`config.mk`:
```
export PLATFORM = sky130hd
export DESIGN_NAME = ued_dma_request
export DESIGN_NICKNAME = d
export VERILOG_FILES = /design/src/ued_pkg.sv /design/src/ued_dma_request.sv
export SDC_FILE = /design/constraint.sdc
export NUM_CORES = 1
export LEC_CHECK = 0
export ABC_AREA = 1
export BUFFER_PORTS_ARGS = -buffer_cell sky130_fd_sc_hd__buf_2
export CORE_MARGIN = 2
export CORE_UTILIZATION = 50
export DETAILED_ROUTE_END_ITERATION = 6
export PLACE_DENSITY = 0.65
export SLEW_MARGIN = 20
export SYNTH_ARGS = -nofsm -noshare
export SYNTH_HDL_FRONTEND = slang
export SYNTH_SLANG_ARGS = --single-unit
export TNS_END_PERCENT = 30
```
`constraint.sdc`:
```
create_clock -name clk -period 6.07 [get_ports clk]
set_clock_uncertainty 0.15 [all_clocks]
set_input_delay 0 -clock clk [delete_from_list [all_inputs] [get_ports clk]]
set_output_delay 0 -clock clk [all_outputs]
set_load 0.03 [all_outputs]
```
`src/ued_pkg.sv`:
```
// Package of constants and carrier types for the endpoint DMA request block.
package ued_pkg;
  // Clock period and bit time, both in nanoseconds.
  localparam int CLK_PERIOD_NS = 40;
  localparam int BIT_TIME_NS = 84;
  // A bit time is a least gap, so it rounds up to whole clock cycles.
  localparam int BIT_CYC = (BIT_TIME_NS + CLK_PERIOD_NS - 1) / CLK_PERIOD_NS;
  // Base enable time of the request, in clock cycles.
  localparam int BASE_CYC = 1;
  // Register offsets on the local bus.
  localparam logic [7:0] ADR_CTL0 = 8'h10;
  localparam logic [7:0] ADR_INT0 = 8'h11;
  localparam logic [7:0] ADR_CTL1 = 8'h12;
  localparam logic [7:0] ADR_INT1 = 8'h13;
  localparam logic [7:0] ADR_RDY = 8'h20;
  localparam logic [7:0] ADR_MODE = 8'h21;
  localparam logic [7:0] ADR_T4L = 8'h22;
  localparam logic [7:0] ADR_T4H = 8'h23;
  localparam logic [7:0] ADR_T5L = 8'h24;
  localparam logic [7:0] ADR_T5H = 8'h25;
  localparam logic [7:0] ADR_POL = 8'h30;
  localparam logic [7:0] ADR_DAT0 = 8'h40;
  localparam logic [7:0] ADR_DAT1 = 8'h41;
  // Channel control fields.
  localparam int CTL_EN = 0;
  localparam int CTL_DUAL = 1;
  localparam int CTL_DEMAND = 4;
  localparam int CTL_SEL_LSB = 5;
  localparam int CTL_HALT = 7;
  // Polarity fields: request of channel c at bit c, acknowledge at bit 2+c.
  localparam int POL_ACK_LSB = 2;
  // Reset values.
  localparam logic [7:0] CTL_RST = 8'h00;
  localparam logic [7:0] INT_RST = 8'h00;
  localparam logic [7:0] POL_RST = 8'h00;
  // Endpoint FIFO capacities in bytes.
  localparam logic [9:0] CAP_BULK = 10'h040;
  localparam logic [9:0] CAP_ISO5 = 10'h200;
  localparam logic [9:0] CAP_ISO6 = 10'h100;
  // Depth of the transmit staging FIFO.
  localparam int FIFO_DEPTH = 32;
  // Endpoint view from the protocol engine.
  typedef struct packed {
    logic is_tx;
    logic iso;
    logic [9:0] max_pkt;
    logic [9:0] rx_cnt;
  } ued_ep_s;
  // One staged transmit byte with its endpoint index.
  typedef struct packed {
    logic [1:0] ep;
    logic [7:0] data;
  } ued_word_s;
  // Local bus register access, already in this clock domain.
  typedef struct packed {
    logic wr;
    logic rd;
    logic [7:0] addr;
    logic [7:0] wdata;
  } ued_regreq_s;
endpackage

```
`src/ued_dma_request.sv`:
```
// Two-channel DMA request logic with its transmit staging FIFO.
// How it works
// - Four polarity bits set request/acknowledge levels.
// - Reset: requests active-low, acknowledges active-high.
// - Transmit endpoint ready for data raises request.
// - Transmit packet ready set drops request.
// - Host ACK clears transmit ready, request returns.
// - Good received packet sets ready, raises request.
// - Reader writes 1 to clear; request drops.
// - Enable bit 0 gates the request.
// - Bits 6:5 pick endpoint 1, 2, 4, 5.
// - Endpoints 0 and 3 never request DMA.
// - Same endpoint on both channels: identical behaviour.
// - Bit 1 dual address mode ignores acknowledge.
// - Bit 4 picks single or demand transfer.
// - Demand request holds until packet fully moved; code drops it while the staging FIFO is full.
// - Single mode drops request after each byte.
// - Isochronous FIFOs: 512 bytes, or 256 each.
// - Isochronous FIFOs have two alternating layers.
// - CRC error latches isochronous received byte count.
// - Full-size DMA write sets transmit ready itself.
// - Single mode gap is base plus n bit times.
`timescale 1ns/1ps

// Staging FIFO with valid and ready on both sides.
module ued_fifo
  import ued_pkg::*;
#(
  parameter int W = 10,
  parameter int DEPTH = FIFO_DEPTH
)
(
  input wire logic clk,
  input wire logic rst,
  input wire logic in_valid,
  input wire logic [W-1:0] in_data,
  output logic in_ready,
  output logic out_valid,
  output logic [W-1:0] out_data,
  input wire logic out_ready
);
  localparam int AW = $clog2(DEPTH);
  // Pointers wrap freely, so the depth must be a power of two.
  if (DEPTH < 2 || (DEPTH & (DEPTH - 1)) != 0)
  begin : g_chk
    $error("FIFO depth must be a power of two of at least two.");
  end
  logic [W-1:0] mem [DEPTH]; // Storage words.
  logic [AW-1:0] wp_q; // Write pointer.
  logic [AW-1:0] rp_q; // Read pointer.
  logic [AW:0] cnt_q; // Words held.
  wire push = in_valid & in_ready;
  wire pop = out_valid & out_ready;
  assign in_ready = cnt_q != (AW + 1)'(DEPTH);
  assign out_valid = cnt_q != '0;
  assign out_data = mem[rp_q];
  // Pointers and fill level move on every accepted push and pop.
  always_ff @(posedge clk)
  begin
    if (rst)
    begin
      wp_q <= '0;
      rp_q <= '0;
      cnt_q <= '0;
    end
    else
    begin
      if (push)
      begin
        mem[wp_q] <= in_data;
        wp_q <= wp_q + 1'b1;
      end
      if (pop)
      begin
        rp_q <= rp_q + 1'b1;
      end
      cnt_q <= cnt_q + (AW + 1)'(push) - (AW + 1)'(pop);
    end
  end
endmodule

// Request and acknowledge logic for two DMA channels over four endpoints.
module ued_dma_request
  import ued_pkg::*;
(
  input wire logic clk,
  input wire logic sys_rst,
  input wire logic soft_rst,
  input wire ued_regreq_s reg_req,
  output logic [7:0] reg_rdata,
  input wire ued_ep_s ep_stat [4],
  input wire logic [3:0] usb_tx_acked,
  input wire logic [3:0] usb_rx_good,
  input wire logic [1:0] iso_crc_err,
  input wire logic [9:0] iso_rx_bytes,
  input wire logic [7:0] dma_wdata,
  input wire logic dma_acknowledge_ch0,
  input wire logic dma_acknowledge_ch1,
  output logic dma_request_ch0_n,
  output logic dma_request_ch1_n,
  output logic ep_wr_valid,
  output ued_word_s ep_wr_word,
  input wire logic ep_wr_ready,
  output logic [3:0] pkt_ready,
  output logic [1:0] iso_layer,
  output logic six_endpoint_mode
);
  // Endpoint capacity in bytes for index e (EP1, EP2, EP4, EP5).
  function automatic logic [9:0] cap_of(input int e, input logic iso, input logic six);
    logic [9:0] c;
    c = CAP_BULK;
    if (iso && e == 2)
    begin
      c = six ? CAP_ISO6 : CAP_ISO5;
    end
    if (iso && e == 3)
    begin
      c = CAP_ISO6;
    end
    return c;
  endfunction

  wire rst = sys_rst | soft_rst; // Both resets restore the same state.
  logic [7:0] ctl_q [2]; // Channel control registers.
  logic [7:0] intvl_q [2]; // Channel interval registers.
  logic [7:0] pol_q; // Pin polarity select.
  logic six_q; // Six-endpoint mode.
  logic [3:0] rdy_q; // Packet ready flags per endpoint.
  logic [9:0] cnt_q [4]; // Bytes moved in the current packet.
  logic [9:0] gap_q [2]; // Single mode gap countdown.
  logic [9:0] tmp_q [2]; // Temporary received counts for EP4 and EP5.
  logic [1:0] layer_q; // Local-side layer of EP4 and EP5.
  logic [1:0] req_q; // Active-high requests.
  logic [1:0] pin_q; // Request pin levels.
  logic [7:0] rdata_q; // Read data.
  logic [1:0] ack_s1_q; // Acknowledge synchroniser, first stage.
  logic [1:0] ack_s2_q; // Acknowledge synchroniser, second stage.
  logic [1:0] ack_s3_q; // Previous second stage, for edges.
  logic [7:0] dat_s1_q; // Data pin synchroniser, first stage.
  logic [7:0] dat_s2_q; // Data pin synchroniser, second stage.
  logic [1:0] ack_act; // Acknowledge in active-high sense.
  logic [1:0] ack_old; // Previous acknowledge, active-high sense.
  logic [1:0] xfer; // One byte moved on a channel.
  logic [1:0] sel [2]; // Selected endpoint index per channel.
  logic [1:0] req_c; // Next request value.
  logic [9:0] lim [4]; // Bytes in a full packet.
  logic [3:0] hit, sw_w1, rdy_set, rdy_clr, base, fall;
  logic fifo_in_rdy;
  logic [7:0] rd_mux;

  // Acknowledge and data pins cross in through two flip-flops each.
  // The data is assumed stable around the acknowledge pulse.
  always_ff @(posedge clk)
  begin
    ack_s1_q <= {dma_acknowledge_ch1, dma_acknowledge_ch0};
    ack_s2_q <= ack_s1_q;
    ack_s3_q <= ack_s2_q;
    dat_s1_q <= dma_wdata;
    dat_s2_q <= dat_s1_q;
  end

  wire rdy_wr = reg_req.wr && reg_req.addr == ADR_RDY;

  // Per-channel decode.
  for (genvar c = 0; c < 2; c++)
  begin : g_ch
    assign sel[c] = ctl_q[c][CTL_SEL_LSB +: 2];
    assign ack_act[c] = ack_s2_q[c] ^ pol_q[POL_ACK_LSB + c];
    assign ack_old[c] = ack_s3_q[c] ^ pol_q[POL_ACK_LSB + c];
    wire dat_acc = (reg_req.wr || reg_req.rd) && reg_req.addr == (ADR_DAT0 + 8'(c));
    // Dual address mode counts data port accesses and ignores acknowledge.
    assign xfer[c] = ctl_q[c][CTL_EN] &
                     (ctl_q[c][CTL_DUAL] ? dat_acc : (ack_act[c] & ~ack_old[c]));
    // Request: enabled, not halted, endpoint ready; single mode also waits out the byte and the gap.
    assign req_c[c] = ctl_q[c][CTL_EN] & ~ctl_q[c][CTL_HALT] & base[sel[c]] &
                      (ctl_q[c][CTL_DEMAND] | ((gap_q[c] == '0) & ~hit[sel[c]]));
  end

  // Per-endpoint packet tracking; both channels act on the endpoint, not the channel.
  for (genvar e = 0; e < 4; e++)
  begin : g_ep
    wire tx = ep_stat[e].is_tx;
    wire [9:0] cap = cap_of(e, ep_stat[e].iso, six_q);
    wire ok = (e != 3) || six_q;
    assign lim[e] = tx ? ((ep_stat[e].max_pkt < cap) ? ep_stat[e].max_pkt : cap) : ep_stat[e].rx_cnt;
    // Either channel's acknowledge counts for the endpoint it serves.
    assign hit[e] = ((xfer[0] && sel[0] == 2'(e)) || (xfer[1] && sel[1] == 2'(e))) &&
                    (!tx || fifo_in_rdy);
    assign sw_w1[e] = rdy_wr & reg_req.wdata[e];
    // Full-size DMA write or a software write sets transmit ready.
    assign rdy_set[e] = tx ? ((hit[e] && cnt_q[e] + 10'h001 == lim[e]) || sw_w1[e])
                           : usb_rx_good[e];
    assign rdy_clr[e] = tx ? usb_tx_acked[e] : sw_w1[e];
    assign fall[e] = rdy_q[e] & rdy_clr[e] & ~rdy_set[e];
    // Transmit wants room; receive wants unread bytes of a ready packet.
    assign base[e] = ok & (tx ? (~rdy_q[e] & fifo_in_rdy)
                              : (rdy_q[e] & cnt_q[e] < lim[e]));
  end

  // Packet ready flags; a set in the same cycle as a clear wins.
  always_ff @(posedge clk)
  begin
    if (rst)
    begin
      rdy_q <= 4'h0;
    end
    else
    begin
      rdy_q <= rdy_set | (rdy_q & ~rdy_clr);
    end
  end

  // Byte counters restart when a packet is handed over.
  always_ff @(posedge clk)
  begin
    for (int e = 0; e < 4; e++)
    begin
      if (rst || (ep_stat[e].is_tx ? rdy_set[e] : rdy_clr[e]))
      begin
        cnt_q[e] <= '0;
      end
      else if (hit[e])
      begin
        cnt_q[e] <= cnt_q[e] + 10'h001;
      end
    end
  end

  // Gap after each single-mode byte, loaded when the served endpoint moves.
  always_ff @(posedge clk)
  begin
    for (int c = 0; c < 2; c++)
    begin
      if (rst)
      begin
        gap_q[c] <= '0;
      end
      else if (hit[sel[c]] && !ctl_q[c][CTL_DEMAND])
      begin
        gap_q[c] <= 10'(BASE_CYC) + 10'(intvl_q[c]) * 10'(BIT_CYC);
      end
      else if (gap_q[c] != '0)
      begin
        gap_q[c] <= gap_q[c] - 10'h001;
      end
    end
  end

  // Requests and pins; pins idle high as reset leaves polarity active-low.
  always_ff @(posedge clk)
  begin
    if (rst)
    begin
      req_q <= 2'h0;
      pin_q <= 2'h3;
    end
    else
    begin
      req_q <= req_c;
      pin_q <= ~(req_c ^ pol_q[1:0]);
    end
  end

  // Isochronous CRC byte count capture and layer swap on hand-back.
  always_ff @(posedge clk)
  begin
    for (int i = 0; i < 2; i++)
    begin
      if (rst)
      begin
        tmp_q[i] <= '0;
        layer_q[i] <= 1'b0;
      end
      else
      begin
        if (iso_crc_err[i])
        begin
          tmp_q[i] <= iso_rx_bytes;
        end
        if (ep_stat[2 + i].iso && fall[2 + i])
        begin
          layer_q[i] <= ~layer_q[i];
        end
      end
    end
  end

  // Register writes; the polarity and control registers reset to zero.
  always_ff @(posedge clk)
  begin
    if (rst)
    begin
      ctl_q[0] <= CTL_RST;
      ctl_q[1] <= CTL_RST;
      intvl_q[0] <= INT_RST;
      intvl_q[1] <= INT_RST;
      pol_q <= POL_RST;
      six_q <= 1'b0;
    end
    else if (reg_req.wr)
    begin
      unique case (reg_req.addr)
        ADR_CTL0: ctl_q[0] <= reg_req.wdata;
        ADR_CTL1: ctl_q[1] <= reg_req.wdata;
        ADR_INT0: intvl_q[0] <= reg_req.wdata;
        ADR_INT1: intvl_q[1] <= reg_req.wdata;
        ADR_POL: pol_q <= {4'h0, reg_req.wdata[3:0]};
        ADR_MODE: six_q <= reg_req.wdata[0];
        default: ;
      endcase
    end
  end

  // Read selection; unmapped addresses read as zero.
  assign rd_mux = reg_req.addr == ADR_CTL0 ? ctl_q[0] :
                  reg_req.addr == ADR_CTL1 ? ctl_q[1] :
                  reg_req.addr == ADR_INT0 ? intvl_q[0] :
                  reg_req.addr == ADR_INT1 ? intvl_q[1] :
                  reg_req.addr == ADR_POL ? pol_q :
                  reg_req.addr == ADR_RDY ? {4'h0, rdy_q} :
                  reg_req.addr == ADR_MODE ? {2'h0, layer_q, 3'h0, six_q} :
                  reg_req.addr == ADR_T4L ? tmp_q[0][7:0] :
                  reg_req.addr == ADR_T4H ? {6'h00, tmp_q[0][9:8]} :
                  reg_req.addr == ADR_T5L ? tmp_q[1][7:0] :
                  reg_req.addr == ADR_T5H ? {6'h00, tmp_q[1][9:8]} : 8'h00;

  // Read data is held until the next read.
  always_ff @(posedge clk)
  begin
    if (rst)
    begin
      rdata_q <= 8'h00;
    end
    else if (reg_req.rd)
    begin
      rdata_q <= rd_mux;
    end
  end

  // Transmit bytes stage here; a full FIFO holds the transmit requests off.
  wire fifo_push = |(hit & {ep_stat[3].is_tx, ep_stat[2].is_tx, ep_stat[1].is_tx, ep_stat[0].is_tx});
  wire [7:0] xd0 = ctl_q[0][CTL_DUAL] ? reg_req.wdata : dat_s2_q;
  wire [7:0] xd1 = ctl_q[1][CTL_DUAL] ? reg_req.wdata : dat_s2_q;
  ued_word_s fifo_in;
  assign fifo_in = xfer[0] ? ued_word_s'{ep: sel[0], data: xd0} : ued_word_s'{ep: sel[1], data: xd1};
  ued_fifo #(.W($bits(ued_word_s)), .DEPTH(FIFO_DEPTH)) u_fifo (
    .clk(clk),
    .rst(rst),
    .in_valid(fifo_push),
    .in_data(fifo_in),
    .in_ready(fifo_in_rdy),
    .out_valid(ep_wr_valid),
    .out_data(ep_wr_word),
    .out_ready(ep_wr_ready)
  );

  assign reg_rdata = rdata_q;
  assign dma_request_ch0_n = pin_q[0];
  assign dma_request_ch1_n = pin_q[1];
  assign pkt_ready = rdy_q;
  assign iso_layer = layer_q;
  assign six_endpoint_mode = six_q;
endmodule

```
==> impl_metrics.json <==
{
  "setup.worst_path.class": "in2reg",
  "end_kind": "flop",
  "die_h_um": 224,
  "synthArstFlopShare_pct": 0,
  "grt.overflow.total": 0,
  "core_area_mm2": 0.0478,
  "h-tree-depth": 2,
  "total_power_mw": 8.90,
  "clk-insertion-delay-late_ps": 620,
  "ios": 168,
  "syn_nets": 2681,
  "hold_start": "reg_req[14]",
  "vias": 18993,
  "p_clk_share_pct": 36.0,
  "synth_seq_cells": 496,
  "fillers": 4012,
  "multi_input_area_mm2": 0.00889,
  "gp_congestion": 0.902,
  "arrival_ps": 5060,
  "hold_class": "in2reg",
  "cts.reportedPaths.clkPinSlew_ps": 60,
  "drtIter0Drc": 1564,
  "final_area_mm2": 0.0285,
  "antenna_found_initial": 0,
  "ys.flop_type": "edfxtp_1",
  "yosys_warnings": 0,
  "portBuffers": 165,
  "cellLeakagePower_nw": 11.3,
  "n_antenna_cell": 0,
  "hold_violations": 0,
  "final.period_utilization_pct": 77.8,
  "placed_area_mm2": 0.0258,
  "drc": 0,
  "slew_headroom_pct": 29.4,
  "dp_hpwl_mm": 41.9,
  "fp-row-count": 80,
  "grt_max_degree": 89,
  "wl_per_cell_um": 19.0,
  "period_needed_ps": 4720,
  "slew_violations": 0,
  "ys_seq_area_share_pct": 58.7,
  "area_delta_synth_final_pct": 17.1,
  "max_freq_mhz": 212,
  "max_cap_viol_count": 0,
  "ant_nets": 0,
  "p_switching_mw": 2.61,
  "numCtsBuffers": 53,
  "start_util_pct": 50.8,
  "comb_power_share_pct": 19.1,
  "rsz0062_at_grt": "false",
  "clock-sinks": 496,
  "status": "completed",
  "cts_buffer_depth": 3,
  "grt_pass1_wl_mm": 99.7,
  "irDropWorstVdd_v": 0.000275,
  "root_buffer": "clkbuf_16",
  "p_seq_share_pct": 44.9,
  "setup_tns_ps": 0,
  "intPower_mw": 6.29,
  "cp-start-kind": "primary input",
  "tightestPinTransition_ps": 1050,
  "critPathMaxFanout": 4,
  "grt_pass1_vias": 18529,
  "die_w_um": 224,
  "final_cells": 3363,
  "regArea_mm2": 0.0143,
  "worstPathRequired_ps": 6410,
  "power.density_mw_per_mm2": 313,
  "drtPass1Iterations": 6,
  "ctsResizeCount": 0,
  "wirelength_mm": 64.0,
  "dp.cells": 3169,
  "netlist_instances": 2455,
  "r2r_start": "ctl_q[0][1]",
  "setup_viol_count_final": 0,
  "worstSetupStartpoint": "reg_req[8]",
  "final_core_util_pct": 59.5,
  "tritoncts": "built",
  "synth.distinct_cells": 57,
  "syn_area_mm2": 0.0243,
  "layout-drive-gt1-share_pct": 12.5,
  "synth_edf_count": 432,
  "fin_nets": 2931,
  "p_sw_share_pct": 29.3,
  "syn_area_per_cell_um2": 9.90,
  "groute.usage.overall_pct": 25.4,
  "drt-vias-per-instance": 5.65,
  "dieArea_mm2": 0.0504
}
[what timing repair did]
item | CTS | global route
hold buffers | 96 | 0
buffers inserted | 0 | 0
hold endpoints to repair | 171 | 0
[state kept, by name (all words and copies together) (netlist names), named ones only]
register	count
cnt_q	40
pkt_ready	4
tmp_q	20
pin_q	2
ack_s3_q	2
ack_s2_q	2
u_fifo.cnt_q	6
gap_q	20
u_fifo.mem	320
u_fifo.wp_q	5
intvl_q	16
u_fifo.rp_q	5
reg_rdata	8
pol_q	4
dat_s1_q	8
dat_s2_q	8
iso_layer	2
six_endpoint_mode	1
ack_s1_q	2
ctl_q	16
[cell usage after synthesis (all sizes together), types with 2 or more instances]
| cell | instances | area, um2 |
|---|---|---|
| o221ai | 62 | 543 |
| inv | 224 | 841 |
| edfxtp | 432 | 13000 |
| nor3 | 15 | 80.1 |
| nand3 | 141 | 758 |
| o2111ai | 3 | 26.3 |
| o21ai | 266 | 1340 |
| a22o | 3 | 26.3 |
| o21a | 3 | 22.5 |
| ha | 83 | 1040 |
| o21bai | 6 | 45.0 |
| o22ai | 21 | 131 |
| a32oi | 9 | 78.8 |
| buf | 16 | 86.3 |
| a211oi | 2 | 15.0 |
| nand3b | 15 | 113 |
| a31oi | 11 | 68.8 |
| xor2 | 30 | 263 |
| fa | 3 | 60.1 |
| clkinv | 2 | 7.51 |
| a21oi | 64 | 339 |
| xnor2 | 18 | 158 |
| nand4 | 38 | 250 |
| a21o | 4 | 30.0 |
| a22oi | 6 | 50.1 |
| nand2 | 372 | 1450 |
| or2 | 7 | 43.8 |
| o211ai | 17 | 128 |
| dfxtp | 64 | 1280 |
| a221oi | 5 | 43.8 |
| nor2 | 432 | 1680 |
| clkbuf | 71 | 267 |
| and3 | 4 | 26.3 |
[cell usage in the layout, fill, tap and decap left out, types with 7 or more instances in the layout]
master	netlist	final
edfxtp_1	432	432
nor2_1	423	422
nand2_1	354	354
o21ai_0	260	247
inv_1	214	212
buf_2	12	165
nand3_1	135	135
dlygate4sd3_1	0	96
ha_1	83	83
o221ai_1	62	62
dfxtp_1	64	62
a21oi_1	59	59
clkbuf_16	0	55
nand4_1	36	36
xor2_1	30	30
o22ai_1	21	21
buf_4	1	20
xnor2_1	18	18
o211ai_1	17	17
nand2_2	16	16
nand3b_1	15	15
nor3_1	14	14
inv_2	10	12
o21ai_2	1	11
a31oi_1	11	11
clkinv_1	2	10
clkbuf_1	71	10
a32oi_1	9	9
o21ai_1	5	8
or2_2	7	7
[power groups by stage]
stage	Clock (mW)	Sequential, mW	Combinational (mW)
2_1_floorplan	0	4.02	1.19
3_3_place_gp	0	4.07	1.60
3_5_place_dp	0	4.07	1.65
4_1_cts	3.24	4.00	1.69
5_1_grt	3.37	4.01	1.91
6_report	3.21	4.00	1.70
[metrics by stage]
step	setup slack, ps	hold slack, ps
floorplan	2950	-122
global placement	2140	-47.5
detailed placement	2080	-45.7
CTS	1480	15.5
global route	1120	100
finish	1350	51.8
[layer usage]
| metal | wire length, um | vias up | track usage [%] |
|---|---|---|---|
| met5 | 0 | - | 0 |
| met4 | 2060 | 0 | 9.38 |
| met3 | 4060 | 136 | 2.83 |
| met2 | 30900 | 685 | 43.0 |
| met1 | 27000 | 9049 | 33.8 |
| li1 | - | 9123 | - |
[cell type report]
cell class	instances	area share (%)
Clock buffer	73	5.31
Clock inverter	25	0.804
Inverter	226	2.99
Multi-Input combinational cell	1646	31.2
Sequential cell	496	50.1
Tap cell	615	2.70
Timing Repair Buffer	282	6.87
[critical path: stages]
cell           delay [ps]
dlygate4sd3_1         520
buf_2                 150
inv_2                  70
nand2_2                70
dlygate4sd3_1         570
nor2_2                120
dlygate4sd3_1         570
inv_1                  60
nor2_1                230
nand2_1                80
nor2_1                290
nand2_1               170
nand2_1               100
and3_1                140
dlygate4sd3_1         590
nand4_1                90
dlygate4sd3_1         560
nand2_1                60
nor2_1                 50
dlygate4sd3_1         550
[kinds of logic after synthesis]
logic type | count (synthesis) | synth area share [%]
AND/OR/NAND/NOR | 1027 | 18.2
flip-flops | 496 | 58.7
AO/OA/AOI/OAI | 485 | 12.0
adder cells (fa/ha/maj) | 86 | 4.52
buffers and inverters | 313 | 4.94
XOR/XNOR | 48 | 1.73
[path summary, 6_finish.rpt]
path                                          end  slack (ps)  cells past startpoint
worst max-delay path                 iso_layer[0]        1350                     20
worst max register to register  u_fifo.mem[10][0]        1550                     17
worst min register to register        ack_s2_q[1]         170                      0
worst min-delay path                 reg_rdata[0]          50                      8
(Power assumes the default switching activity.)
